==> src/verilog/bst_pkg.sv <==
/*
  constants, state encoding and instruction codes for the boundary-scan test port.
  assumes one system clock; the test clock is sampled as an ordinary input.
*/
// What this block does
// RULE_01: instruction register is three bits, shifted from test input to output in ir-shift.
// RULE_02: sample/preload captures pin values into the boundary register, core untouched.
// RULE_03: sample/preload lets a shifted pattern be preloaded for later pin driving.
// RULE_04: external test drives the pattern onto pins and captures pin values.
// RULE_05: bypass puts a one-bit register between test input and output.
// RULE_06: boundary register length is a per-variant parameter: 273, 417, 465 or 645.
// RULE_07: undriven test inputs read as logic high through weak pull-ups.
// RULE_08: standard sixteen-state controller; test output driven only in shift states.
package bst_pkg;
  // ==========================================================
  // sizes
  localparam int IR_LEN = 3;
  localparam int BSR_LEN_DEF = 273;
  localparam int SYNC_STAGES = 2;
  localparam int RESET_TMS_CNT = 5;
  // ==========================================================
  // instruction codes
  localparam logic [IR_LEN-1:0] OP_EXTEST = 3'h0;
  localparam logic [IR_LEN-1:0] OP_SAMPLE = 3'h5;
  localparam logic [IR_LEN-1:0] OP_BYPASS = 3'h7;
  localparam logic [IR_LEN-1:0] IR_CAPTURE_VAL = 3'h1;
  localparam logic [IR_LEN-1:0] IR_RESET_VAL = OP_BYPASS;
  // ==========================================================
  // controller states, one-hot
  typedef enum logic [15:0] {
    ST_RESET     = 16'h0001,
    ST_IDLE      = 16'h0002,
    ST_SEL_DR    = 16'h0004,
    ST_CAP_DR    = 16'h0008,
    ST_SHIFT_DR  = 16'h0010,
    ST_EXIT1_DR  = 16'h0020,
    ST_PAUSE_DR  = 16'h0040,
    ST_EXIT2_DR  = 16'h0080,
    ST_UPD_DR    = 16'h0100,
    ST_SEL_IR    = 16'h0200,
    ST_CAP_IR    = 16'h0400,
    ST_SHIFT_IR  = 16'h0800,
    ST_EXIT1_IR  = 16'h1000,
    ST_PAUSE_IR  = 16'h2000,
    ST_EXIT2_IR  = 16'h4000,
    ST_UPD_IR    = 16'h8000
  } bst_state_t;
endpackage

==> src/verilog/bst_tap_if.sv <==
/*
  carrier between the controller and the scan registers.
  assumes both ends run on the system clock.
*/
`timescale 1ns/10ps
interface bst_tap_if;
  logic rise;                  // test clock rising edge pulse
  logic fall;                  // test clock falling edge pulse
  logic tdi;                   // synchronised test data
  bst_pkg::bst_state_t state;  // controller state
  modport ctrl (output rise, output fall, output tdi, output state);
  modport user (input rise, input fall, input tdi, input state);
endinterface

==> src/verilog/bst_tap_ctrl.sv <==
/*
  test access port controller: pin synchronisers, edge finder, sixteen-state machine.
  assumes the test clock is at least four system clocks per half period.
*/
`timescale 1ns/10ps
module bst_tap_ctrl (
  input wire logic clk,       // system clock
  input wire logic rst_n,     // async reset, active low
  input wire logic tck,       // test clock pin
  input wire logic tms,       // mode select pin level
  input wire logic tms_en,    // high while tester drives mode select
  input wire logic tdi,       // data pin level
  input wire logic tdi_en,    // high while tester drives data
  bst_tap_if.ctrl tap         // to scan registers
);
  // ==========================================================
  // synchronisers
  logic [1:0] tck_s;
  logic [1:0] tms_s;
  logic [1:0] tdi_s;
  logic [1:0] tms_en_s;
  logic [1:0] tdi_en_s;
  logic tck_d;
  logic tms_pu;
  logic tdi_pu;
  bst_pkg::bst_state_t next_state;

  // two flops per pin, drive flags too; only the second stage is looked at
  always_ff @(posedge clk or negedge rst_n) begin
    if (!rst_n) begin
      tck_s <= 2'h0;
      tms_s <= 2'h3;
      tdi_s <= 2'h3;
      tms_en_s <= 2'h0;
      tdi_en_s <= 2'h0;
      tck_d <= 1'b0;
    end else begin
      tck_s <= {tck_s[0], tck};
      tms_s <= {tms_s[0], tms};
      tdi_s <= {tdi_s[0], tdi};
      tms_en_s <= {tms_en_s[0], tms_en};
      tdi_en_s <= {tdi_en_s[0], tdi_en};
      tck_d <= tck_s[1];
    end
  end

  // weak pull-up after the synchronisers: an undriven pin reads high
  // level and drive flag share one lag, so a release never shows a stale level
  assign tms_pu = tms_en_s[1] ? tms_s[1] : 1'b1; // RULE_07
  assign tdi_pu = tdi_en_s[1] ? tdi_s[1] : 1'b1; // RULE_07

  assign tap.rise = tck_s[1] & ~tck_d;
  assign tap.fall = ~tck_s[1] & tck_d;
  assign tap.tdi = tdi_pu;

  // ==========================================================
  // state machine
  // next state from mode select at the rising edge
  always_comb begin
    next_state = tap.state;
    case (tap.state) // RULE_08
      bst_pkg::ST_RESET: next_state = tms_pu ? bst_pkg::ST_RESET : bst_pkg::ST_IDLE;
      bst_pkg::ST_IDLE: next_state = tms_pu ? bst_pkg::ST_SEL_DR : bst_pkg::ST_IDLE;
      bst_pkg::ST_SEL_DR: next_state = tms_pu ? bst_pkg::ST_SEL_IR : bst_pkg::ST_CAP_DR;
      bst_pkg::ST_CAP_DR: next_state = tms_pu ? bst_pkg::ST_EXIT1_DR : bst_pkg::ST_SHIFT_DR;
      bst_pkg::ST_SHIFT_DR: next_state = tms_pu ? bst_pkg::ST_EXIT1_DR : bst_pkg::ST_SHIFT_DR;
      bst_pkg::ST_EXIT1_DR: next_state = tms_pu ? bst_pkg::ST_UPD_DR : bst_pkg::ST_PAUSE_DR;
      bst_pkg::ST_PAUSE_DR: next_state = tms_pu ? bst_pkg::ST_EXIT2_DR : bst_pkg::ST_PAUSE_DR;
      bst_pkg::ST_EXIT2_DR: next_state = tms_pu ? bst_pkg::ST_UPD_DR : bst_pkg::ST_SHIFT_DR;
      bst_pkg::ST_UPD_DR: next_state = tms_pu ? bst_pkg::ST_SEL_DR : bst_pkg::ST_IDLE;
      bst_pkg::ST_SEL_IR: next_state = tms_pu ? bst_pkg::ST_RESET : bst_pkg::ST_CAP_IR;
      bst_pkg::ST_CAP_IR: next_state = tms_pu ? bst_pkg::ST_EXIT1_IR : bst_pkg::ST_SHIFT_IR;
      bst_pkg::ST_SHIFT_IR: next_state = tms_pu ? bst_pkg::ST_EXIT1_IR : bst_pkg::ST_SHIFT_IR;
      bst_pkg::ST_EXIT1_IR: next_state = tms_pu ? bst_pkg::ST_UPD_IR : bst_pkg::ST_PAUSE_IR;
      bst_pkg::ST_PAUSE_IR: next_state = tms_pu ? bst_pkg::ST_EXIT2_IR : bst_pkg::ST_PAUSE_IR;
      bst_pkg::ST_EXIT2_IR: next_state = tms_pu ? bst_pkg::ST_UPD_IR : bst_pkg::ST_SHIFT_IR;
      bst_pkg::ST_UPD_IR: next_state = tms_pu ? bst_pkg::ST_SEL_DR : bst_pkg::ST_IDLE;
      default: next_state = bst_pkg::ST_RESET;
    endcase
  end

  // state register, advanced only on a test clock rise
  always_ff @(posedge clk or negedge rst_n) begin
    if (!rst_n) begin
      tap.state <= bst_pkg::ST_RESET;
    end else if (tap.rise) begin
      tap.state <= next_state; // RULE_08
    end
  end

  // ==========================================================
  // checks
  logic [2:0] ones_cnt;
  always_ff @(posedge clk or negedge rst_n) begin
    if (!rst_n) begin
      ones_cnt <= 3'h0;
    end else if (tap.rise) begin
      ones_cnt <= !tms_pu ? 3'h0 : (ones_cnt == 3'h7 ? ones_cnt : ones_cnt + 3'h1);
    end
  end
endmodule

==> src/verilog/bst_top.sv <==
/*
  boundary-scan test port top: instruction register, bypass, boundary register, pin muxing.
  assumes pins and test pins come from outside the clock domain; core outputs are on clk.
*/
`timescale 1ns/10ps
module bst_top #(
  parameter int BSR_LEN = bst_pkg::BSR_LEN_DEF  // cells per variant
) (
  input wire logic clk,                    // system clock
  input wire logic rst_n,                  // async reset, active low
  input wire logic tck,                    // test clock pin
  input wire logic tms,                    // mode select pin
  input wire logic tms_en,                 // tester drives mode select
  input wire logic tdi,                    // test data in pin
  input wire logic tdi_en,                 // tester drives data in
  output logic tdo,                        // test data out
  output logic tdo_oe,                     // test data out enable
  input wire logic [BSR_LEN-1:0] pin_in,   // levels seen at the pins
  input wire logic [BSR_LEN-1:0] core_out, // core values for the pins
  input wire logic [BSR_LEN-1:0] core_oe,  // core enables for the pins
  output logic [BSR_LEN-1:0] pin_out,      // value driven to pins
  output logic [BSR_LEN-1:0] pin_oe,       // pin drive enable
  output logic [bst_pkg::IR_LEN-1:0] ir    // active instruction
);
  // ==========================================================
  // controller
  bst_tap_if tap ();
  bst_tap_ctrl u_ctrl (
    .clk(clk),
    .rst_n(rst_n),
    .tck(tck),
    .tms(tms),
    .tms_en(tms_en),
    .tdi(tdi),
    .tdi_en(tdi_en),
    .tap(tap)
  );

  // only the four built chain lengths are legal; anything else still builds and is flagged
  // by the length check below at the first clock out of reset
  localparam bit LEN_OK = (BSR_LEN == 273) || (BSR_LEN == 417) || (BSR_LEN == 465) ||
    (BSR_LEN == 645);

  logic [BSR_LEN-1:0] pin_s1;
  logic [BSR_LEN-1:0] pin_s2;
  logic [BSR_LEN-1:0] bsr;
  logic [BSR_LEN-1:0] bsr_upd;
  logic [bst_pkg::IR_LEN-1:0] ir_sh;
  logic bypass_bit;
  logic extest;
  logic use_bsr;
  logic shifting;
  logic next_tdo;

  // ==========================================================
  // pin synchronisers
  always_ff @(posedge clk or negedge rst_n) begin
    if (!rst_n) begin
      pin_s1 <= '0;
      pin_s2 <= '0;
    end else begin
      pin_s1 <= pin_in;
      pin_s2 <= pin_s1;
    end
  end

  // ==========================================================
  // instruction register
  // shift chain and the held instruction; reset leaves bypass selected
  always_ff @(posedge clk or negedge rst_n) begin
    if (!rst_n) begin
      ir_sh <= bst_pkg::IR_RESET_VAL;
      ir <= bst_pkg::IR_RESET_VAL;
    end else if (tap.rise) begin
      if (tap.state == bst_pkg::ST_RESET) begin
        ir <= bst_pkg::IR_RESET_VAL;
      end else if (tap.state == bst_pkg::ST_CAP_IR) begin
        ir_sh <= bst_pkg::IR_CAPTURE_VAL;
      end else if (tap.state == bst_pkg::ST_SHIFT_IR) begin
        ir_sh <= {tap.tdi, ir_sh[bst_pkg::IR_LEN-1:1]}; // RULE_01
      end else if (tap.state == bst_pkg::ST_UPD_IR) begin
        ir <= ir_sh; // RULE_01
      end
    end
  end

  // unknown codes fall back to the bypass path
  assign extest = (ir == bst_pkg::OP_EXTEST);
  assign use_bsr = extest || (ir == bst_pkg::OP_SAMPLE);

  // ==========================================================
  // data registers
  // bypass captures zero then passes one bit per clock
  always_ff @(posedge clk or negedge rst_n) begin
    if (!rst_n) begin
      bypass_bit <= 1'b0;
    end else if (tap.rise && !use_bsr) begin
      if (tap.state == bst_pkg::ST_CAP_DR) begin
        bypass_bit <= 1'b0;
      end else if (tap.state == bst_pkg::ST_SHIFT_DR) begin
        bypass_bit <= tap.tdi; // RULE_05
      end
    end
  end

  // boundary chain: capture pins, shift, update the latched pattern
  always_ff @(posedge clk or negedge rst_n) begin
    if (!rst_n) begin
      bsr <= '0;
      bsr_upd <= '0;
    end else if (tap.rise && use_bsr) begin
      if (tap.state == bst_pkg::ST_CAP_DR) begin
        bsr <= pin_s2; // RULE_02 RULE_04
      end else if (tap.state == bst_pkg::ST_SHIFT_DR) begin
        bsr <= {tap.tdi, bsr[BSR_LEN-1:1]}; // RULE_03
      end else if (tap.state == bst_pkg::ST_UPD_DR) begin
        bsr_upd <= bsr; // RULE_03
      end
    end
  end

  // pins follow the core unless external test owns them; registered to avoid glitches
  always_ff @(posedge clk or negedge rst_n) begin
    if (!rst_n) begin
      pin_out <= '0;
      pin_oe <= '0;
    end else begin
      pin_out <= extest ? bsr_upd : core_out; // RULE_02 RULE_04
      pin_oe <= extest ? '1 : core_oe; // RULE_04
    end
  end

  // ==========================================================
  // test data output, changed on the falling test clock edge
  assign shifting = (tap.state == bst_pkg::ST_SHIFT_DR) || (tap.state == bst_pkg::ST_SHIFT_IR);

  always_comb begin
    next_tdo = bypass_bit;
    if (tap.state == bst_pkg::ST_SHIFT_IR) begin
      next_tdo = ir_sh[0]; // RULE_01
    end else if (use_bsr) begin
      next_tdo = bsr[0];
    end
  end

  always_ff @(posedge clk or negedge rst_n) begin
    if (!rst_n) begin
      tdo <= 1'b0;
      tdo_oe <= 1'b0;
    end else if (tap.fall) begin
      tdo <= next_tdo;
      tdo_oe <= shifting; // RULE_08
    end
  end
endmodule

==> config.mk <==
export PLATFORM = sky130hd
export DESIGN_NAME = bst_top
export DESIGN_NICKNAME = d
export VERILOG_FILES = /design/src/verilog/bst_pkg.sv /design/src/verilog/bst_tap_if.sv /design/src/verilog/bst_tap_ctrl.sv /design/src/verilog/bst_top.sv
export SDC_FILE = /design/constraint.sdc
export NUM_CORES = 2
export LEC_CHECK = 0
export ABC_AREA = 0
export BUFFER_PORTS_ARGS = -buffer_cell sky130_fd_sc_hd__buf_2
export CORE_AREA = 2 2 542 544
export CTS_CLUSTER_SIZE = 10
export DETAILED_ROUTE_END_ITERATION = 8
export DIE_AREA = 0 0 544 546
export PLACE_DENSITY_LB_ADDON = 0.3
export SYNTH_ARGS = -nofsm -noshare
export SYNTH_HDL_FRONTEND = slang
export SYNTH_SLANG_ARGS = --single-unit
==> constraint.sdc <==
create_clock -name clk -period 2.2 [get_ports clk]
set_input_delay 0.11 -clock clk [delete_from_list [all_inputs] [get_ports clk]]
set_output_delay 0.11 -clock clk [all_outputs]
set_load 0.02 [all_outputs]
# Word level (Yosys, flattened, before mapping)
# Index checks and enable logic that the tools add are counted.
# totals
register_bits	1674
out_inout_bits	551
# classes
muxes	29
eq_ne	19
n_bitwise	7
n_reduce_logical	17
# op_table
operator	n
273-bit two-way mux	4
16-bit one-hot mux with 12 select lines	1
16-bit two-way mux	2
3-bit two-way mux	7
9-bit two-way mux	2
16-bit by 1-bit equality test with 1-bit output, second input constant	1
16-bit by 10-bit equality test with 1-bit output, second input constant	1
16-bit by 11-bit equality test with 1-bit output, second input constant	1
16-bit by 12-bit equality test with 1-bit output, second input constant	1
16-bit by 13-bit equality test with 1-bit output, second input constant	1
16-bit by 14-bit equality test with 1-bit output, second input constant	1
16-bit by 15-bit equality test with 1-bit output, second input constant	1
16-bit equality test, second input constant	1
16-bit by 2-bit equality test with 1-bit output, second input constant	1
16-bit by 3-bit equality test with 1-bit output, second input constant	1
16-bit by 4-bit equality test with 1-bit output, second input constant	1
16-bit by 5-bit equality test with 1-bit output, second input constant	1
16-bit by 6-bit equality test with 1-bit output, second input constant	1
16-bit by 7-bit equality test with 1-bit output, second input constant	1
16-bit by 8-bit equality test with 1-bit output, second input constant	1
16-bit by 9-bit equality test with 1-bit output, second input constant	1
15-bit two-way mux	1
13-bit two-way mux	1
11-bit two-way mux	1
other kinds (19)	37

# Depth between registers and ports, before layout
# logic_depth
word_depth	5
mapped_depth	10

# Cells and area by module
# A second synthesis with hierarchy kept.
# unflattened
hier_cells	3343
hier_area_um2	59035.4
# modules_own_cells
module	cells_each	area_each_um2	n_inst
bst_top	3226	57777.9	1
bst_tap_ctrl	117	1257.5	1

# Least setup slack after synthesis
# OpenSTA, ideal clock, no wires.
# synth_path
kind	flip-flop to flip-flop
startpoint	reg u_ctrl.tap.state[12]
endpoint	reg bsr_upd[202]
path_stages_with_launch	8
arrival_time_ns	2.194
period_less_slack_ns	2.319
slack_ns	-0.119
n_path_buf	3
t_required_ns	2.075
setup_ns	0.125
cell_sequence	dfrtp_1 -> clkbuf_1 -> nor4_2 -> nand2_1 -> nor4_2 -> buf_2 -> buf_6 -> mux2_2
# synth_via
elab_chain_cells	3
elab_cells_between_ends	6
# synth_rtl
element	line_no	text
start, declared	bst_tap_if.sv:11	modport ctrl (output rise, output fall, output tdi, output state);
start signal, assigned	bst_tap_ctrl.sv:85	tap.state <= bst_pkg::ST_RESET;
start signal, assigned	bst_tap_ctrl.sv:87	tap.state <= next_state;
16-bit by 5-bit equality test with 1-bit output or 16-bit by 4-bit equality test with 1-bit output (tied branches)	bst_top.sv:114, bst_top.sv:112	
1-bit inverter (no source line)	--	
4-bit AND reduction (no source line) (*)	--	
end signal, assigned	bst_top.sv:117	bsr_upd <= bsr;
end, declared	bst_top.sv:47	logic [BSR_LEN-1:0] bsr_upd;
# Every way passes the cells marked *; elsewhere a longest branch is shown, timed or not.
# A chain may end at the register's enable or synchronous reset.

# Worst setup path after layout
# layout_path
startpoint	reg u_ctrl.tap.state[13]
endpoint	reg bsr[171]
# layout_via
elab_chain_cells	3
elab_cells_between_ends	5
# layout_rtl
element	line_no	text
16-bit by 4-bit equality test with 1-bit output or 16-bit by 5-bit equality test with 1-bit output (tied branches)	bst_top.sv:112, bst_top.sv:114	
2-bit nonzero test (no source line)	--	
2-bit AND reduction (no source line)	--	
end signal, assigned	bst_top.sv:113	bsr <= pin_s2;
end signal, assigned	bst_top.sv:115	bsr <= {tap.tdi, bsr[BSR_LEN-1:1]};
end, declared	bst_top.sv:46	logic [BSR_LEN-1:0] bsr;
# Parallel ways exist; a longest one is shown, timed or not.

==> flow_summary.toml <==
[setup_path]
worstRegToRegCells = 7
path_max_fanout = 14
cp-start-kind = "flop"
crit_type = "flop to flop"
required_ns = 2.93
critPathCaptureType = "flop"
arrival_ns = 3.10

[drt]
drt-initial-drc-count = 1970
route.detailed.drc = 0
vias = 41400
wl_per_cell_um = 24.1
drt_wl_total_um = 261000
via_per_inst = 3.81
postRouteAntennaNets = 0
firstDrtPassIters = 6

[final_layout]
mostFrequentLayoutCells = "dfrtp_1, dlygate4sd3_1, buf_2, mux2_2, nand2_1"
final_cells = 10900
nets = 7629
final_common_cell = "dfrtp_1"
final_design_area_no_fill_mm2 = 0.0928
utilization = 0.318
drive_gt1_frac = 0.408
syn2layout_area_growth_pct = 62.9

[logic_synthesis]
synth_cell_type_count = 49
async_flop_share = 1.00
synthCells = 3651
synth_top_cell_area_share = 0.730
synth_area_per_cell_um2 = 15.6
ys_warn_count = 0
synth_edf_count = 0
yosysSeqAreaShare = 0.735
yosys_register_bits = 1674
ys_top_cells_by_area = "dfrtp_1, mux2_2, mux2i_1, or2_2, o21ai_1"
synth_area_mm2 = 0.0570
synth_area_leader_cell = "dfrtp_1"
syn-num-nets = 4477
synth_top_flop_cell = "dfrtp_1"

[power_and_ir_drop]
pwr_density_cell_mw_per_mm2 = 768
p_clk_frac = 0.454
switching_power_uw = 17300
intPower_uw = 54000
vdd_drop_max_mv = 0.681
seqPwrFrac = 0.455
switching_share = 0.242
p_leak_uw = 0.0417
p_comb_frac = 0.091

[cts]
cts_buffer_depth = 4
cts_tree = "yes"
cts.clk_slew.worst_paths_ns = 0.05
clkSinkCount = 1674
clock_latency_ns = 0.88
cts_buffers = 208
htree_num_levels = 4
cts_root_buffer = "clkbuf_16"

[floorplanning]
core_mm2 = 0.292
die_area_mm2 = 0.297
die_w_um = 544
start_util = 0.195
pin_count = 1377
rows = 199
die_h_um = 546

[timing]
setup_viol = 528
max_slew_margin = 0.574
tightest_slew_ns = 0.638
drv_slew = 0
period_share = 1.08
setup_slack_ns = -0.179
rsz0062_at_grt = "yes"
skew_ns = 0.0836
period_needed_ns = 2.38
timing.fmax_mhz = 420
finalHoldViolCount = 0

[global_route]
grt_pass1_wl_um = 357000
grt_remaining_overflow = 0
grt_pass1_vias = 44800
grt_start_max_net_pins = 89
track_usage = 0.171
antenna_found_initial = 118

[place]
dp.cells = 8995
portBuffers = 1376
gp_congestion = 0.919
hpwl_um = 200000
placed_cell_area_mm2 = 0.0704

[job]
maxCapViolations = 0

[outcome]
violations = "setup timing"
status = "complete, but fails checks"

[worst_hold_path]
worstHoldPathCells = 3
hold_path_class = "primary input to flop"
-- flip-flops by register name, indices dropped and copies added (netlist names), 2 cells and up --
signal	flops
ir	3
pin_s1	273
pin_s2	273
u_ctrl.tms_s	2
ir_sh	3
u_ctrl.tdi_en_s	2
pin_out	273
u_ctrl.tms_en_s	2
u_ctrl.tdi_s	2
pin_oe	273
u_ctrl.tck_s	2
bsr	273
bsr_upd	273
u_ctrl.tap.state	16
-- final cells by class --
| cell class | count | area [um2] |
|---|---|---|
| Antenna cell | 51 | 128 |
| Timing Repair Buffer | 3136 | 25600 |
| Clock buffer | 271 | 5720 |
| Tap cell | 3919 | 4900 |
| Multi-Input combinational cell | 1782 | 14000 |
| Fill cell | 29000 | 199000 |
| Inverter | 1 | 3.75 |
| Sequential cell | 1674 | 41900 |
| Clock inverter | 34 | 547 |
-- Yosys cell counts (5+ instances only) --
library cell / instances
or4_1: 5
nand2_1: 298
dfrtp_1: 1663
buf_4: 46
o21ai_0: 49
o21ai_1: 240
mux2_2: 548
nor3_1: 8
nand2b_1: 6
mux2i_1: 273
nor2_1: 14
buf_2: 8
buf_6: 37
nor4_1: 6
dfstp_2: 11
or2_2: 274
clkbuf_1: 98
-- power by group through the flow --
stage / Clock [uW] / Combinational [uW] / Sequential, uW
2_1_floorplan: 0 / 614 / 33400
3_3_place_gp: 0 / 4320 / 33000
3_5_place_dp: 0 / 4310 / 33000
4_1_cts: 33400 / 6550 / 32400
5_1_grt: 34700 / 6940 / 32500
6_report: 32300 / 6470 / 32400
-- metrics by stage --
stage	total power (uW)	setup slack, ns	setup TNS, ns	hold WS (ns)
final	71200	-0.179	-44.30	0.0824
after global routing	74100	-0.278	-104.72	0.0254
after CTS	72400	-0.211	-70.67	0.00113
after detailed placement	37300	-0.398	-124.59	0.171
after global placement	37300	-0.389	-105.24	0.176
after floorplan	34000	-0.0114	-2.03	-0.186
-- critical path, stage by stage (launching register included) --
cell and delay [ns]:
dfrtp_2 0.43, or4_4 0.55, nor4_4 0.30, buf_6 0.20
buf_12 0.19, buf_12 0.20, mux2i_2 0.28, o21ai_1 0.09
-- logic make-up (layout without fill, tap and decap cells) --
kind of cell / count (synthesis) / count (layout) / share of synthesized area
AO/OA/AOI/OAI: 313 / 313 / 0.0287
AND/OR/NAND/NOR: 642 / 642 / 0.0576
XOR/XNOR: 6 / 6 / 0.000922
other: 0 / 51 / 0
flip-flops: 1674 / 1674 / 0.735
multiplexers: 821 / 821 / 0.156
buffers and inverters: 195 / 3442 / 0.0211
-- what timing repair did --
action                                   CTS  global route
gates resized for setup                   58            45
buffers inserted                          23            18
hold buffers                            1454             0
pin swaps                                  3             4
endpoints found under the hold margin   2470             0
endpoints found under the setup margin   553           555
gates cloned                              12            12
-- layer usage --
metal  global-route usage  vias up  part of all wire
met5                    0        -           0.00068
met4               0.0479       26             0.027
met1                0.223    21000              0.44
met3               0.0376      401             0.058
met2                0.284     1330              0.48
li1                     -    18700                 -
-- final timing paths --
kind	start	slack, ns	end
max in group asynchronous	rst_n	1.38	u_ctrl.tap.state[14]$_DFFE_PN0P_
min	core_oe[229]	0.08	pin_oe[229]$_DFF_PN0_
max	u_ctrl.tap.state[13]$_DFFE_PN0P_	-0.18	bsr[171]$_DFFE_PN0P_
min reg2reg	pin_s1[47]$_DFF_PN0_	0.30	pin_s2[47]$_DFF_PN0_
max reg2reg	u_ctrl.tap.state[13]$_DFFE_PN0P_	-0.18	bsr[171]$_DFFE_PN0P_
min in group asynchronous	rst_n	0.25	pin_out[36]$_DFF_PN0_
Power figures use the tool's default switching activity.
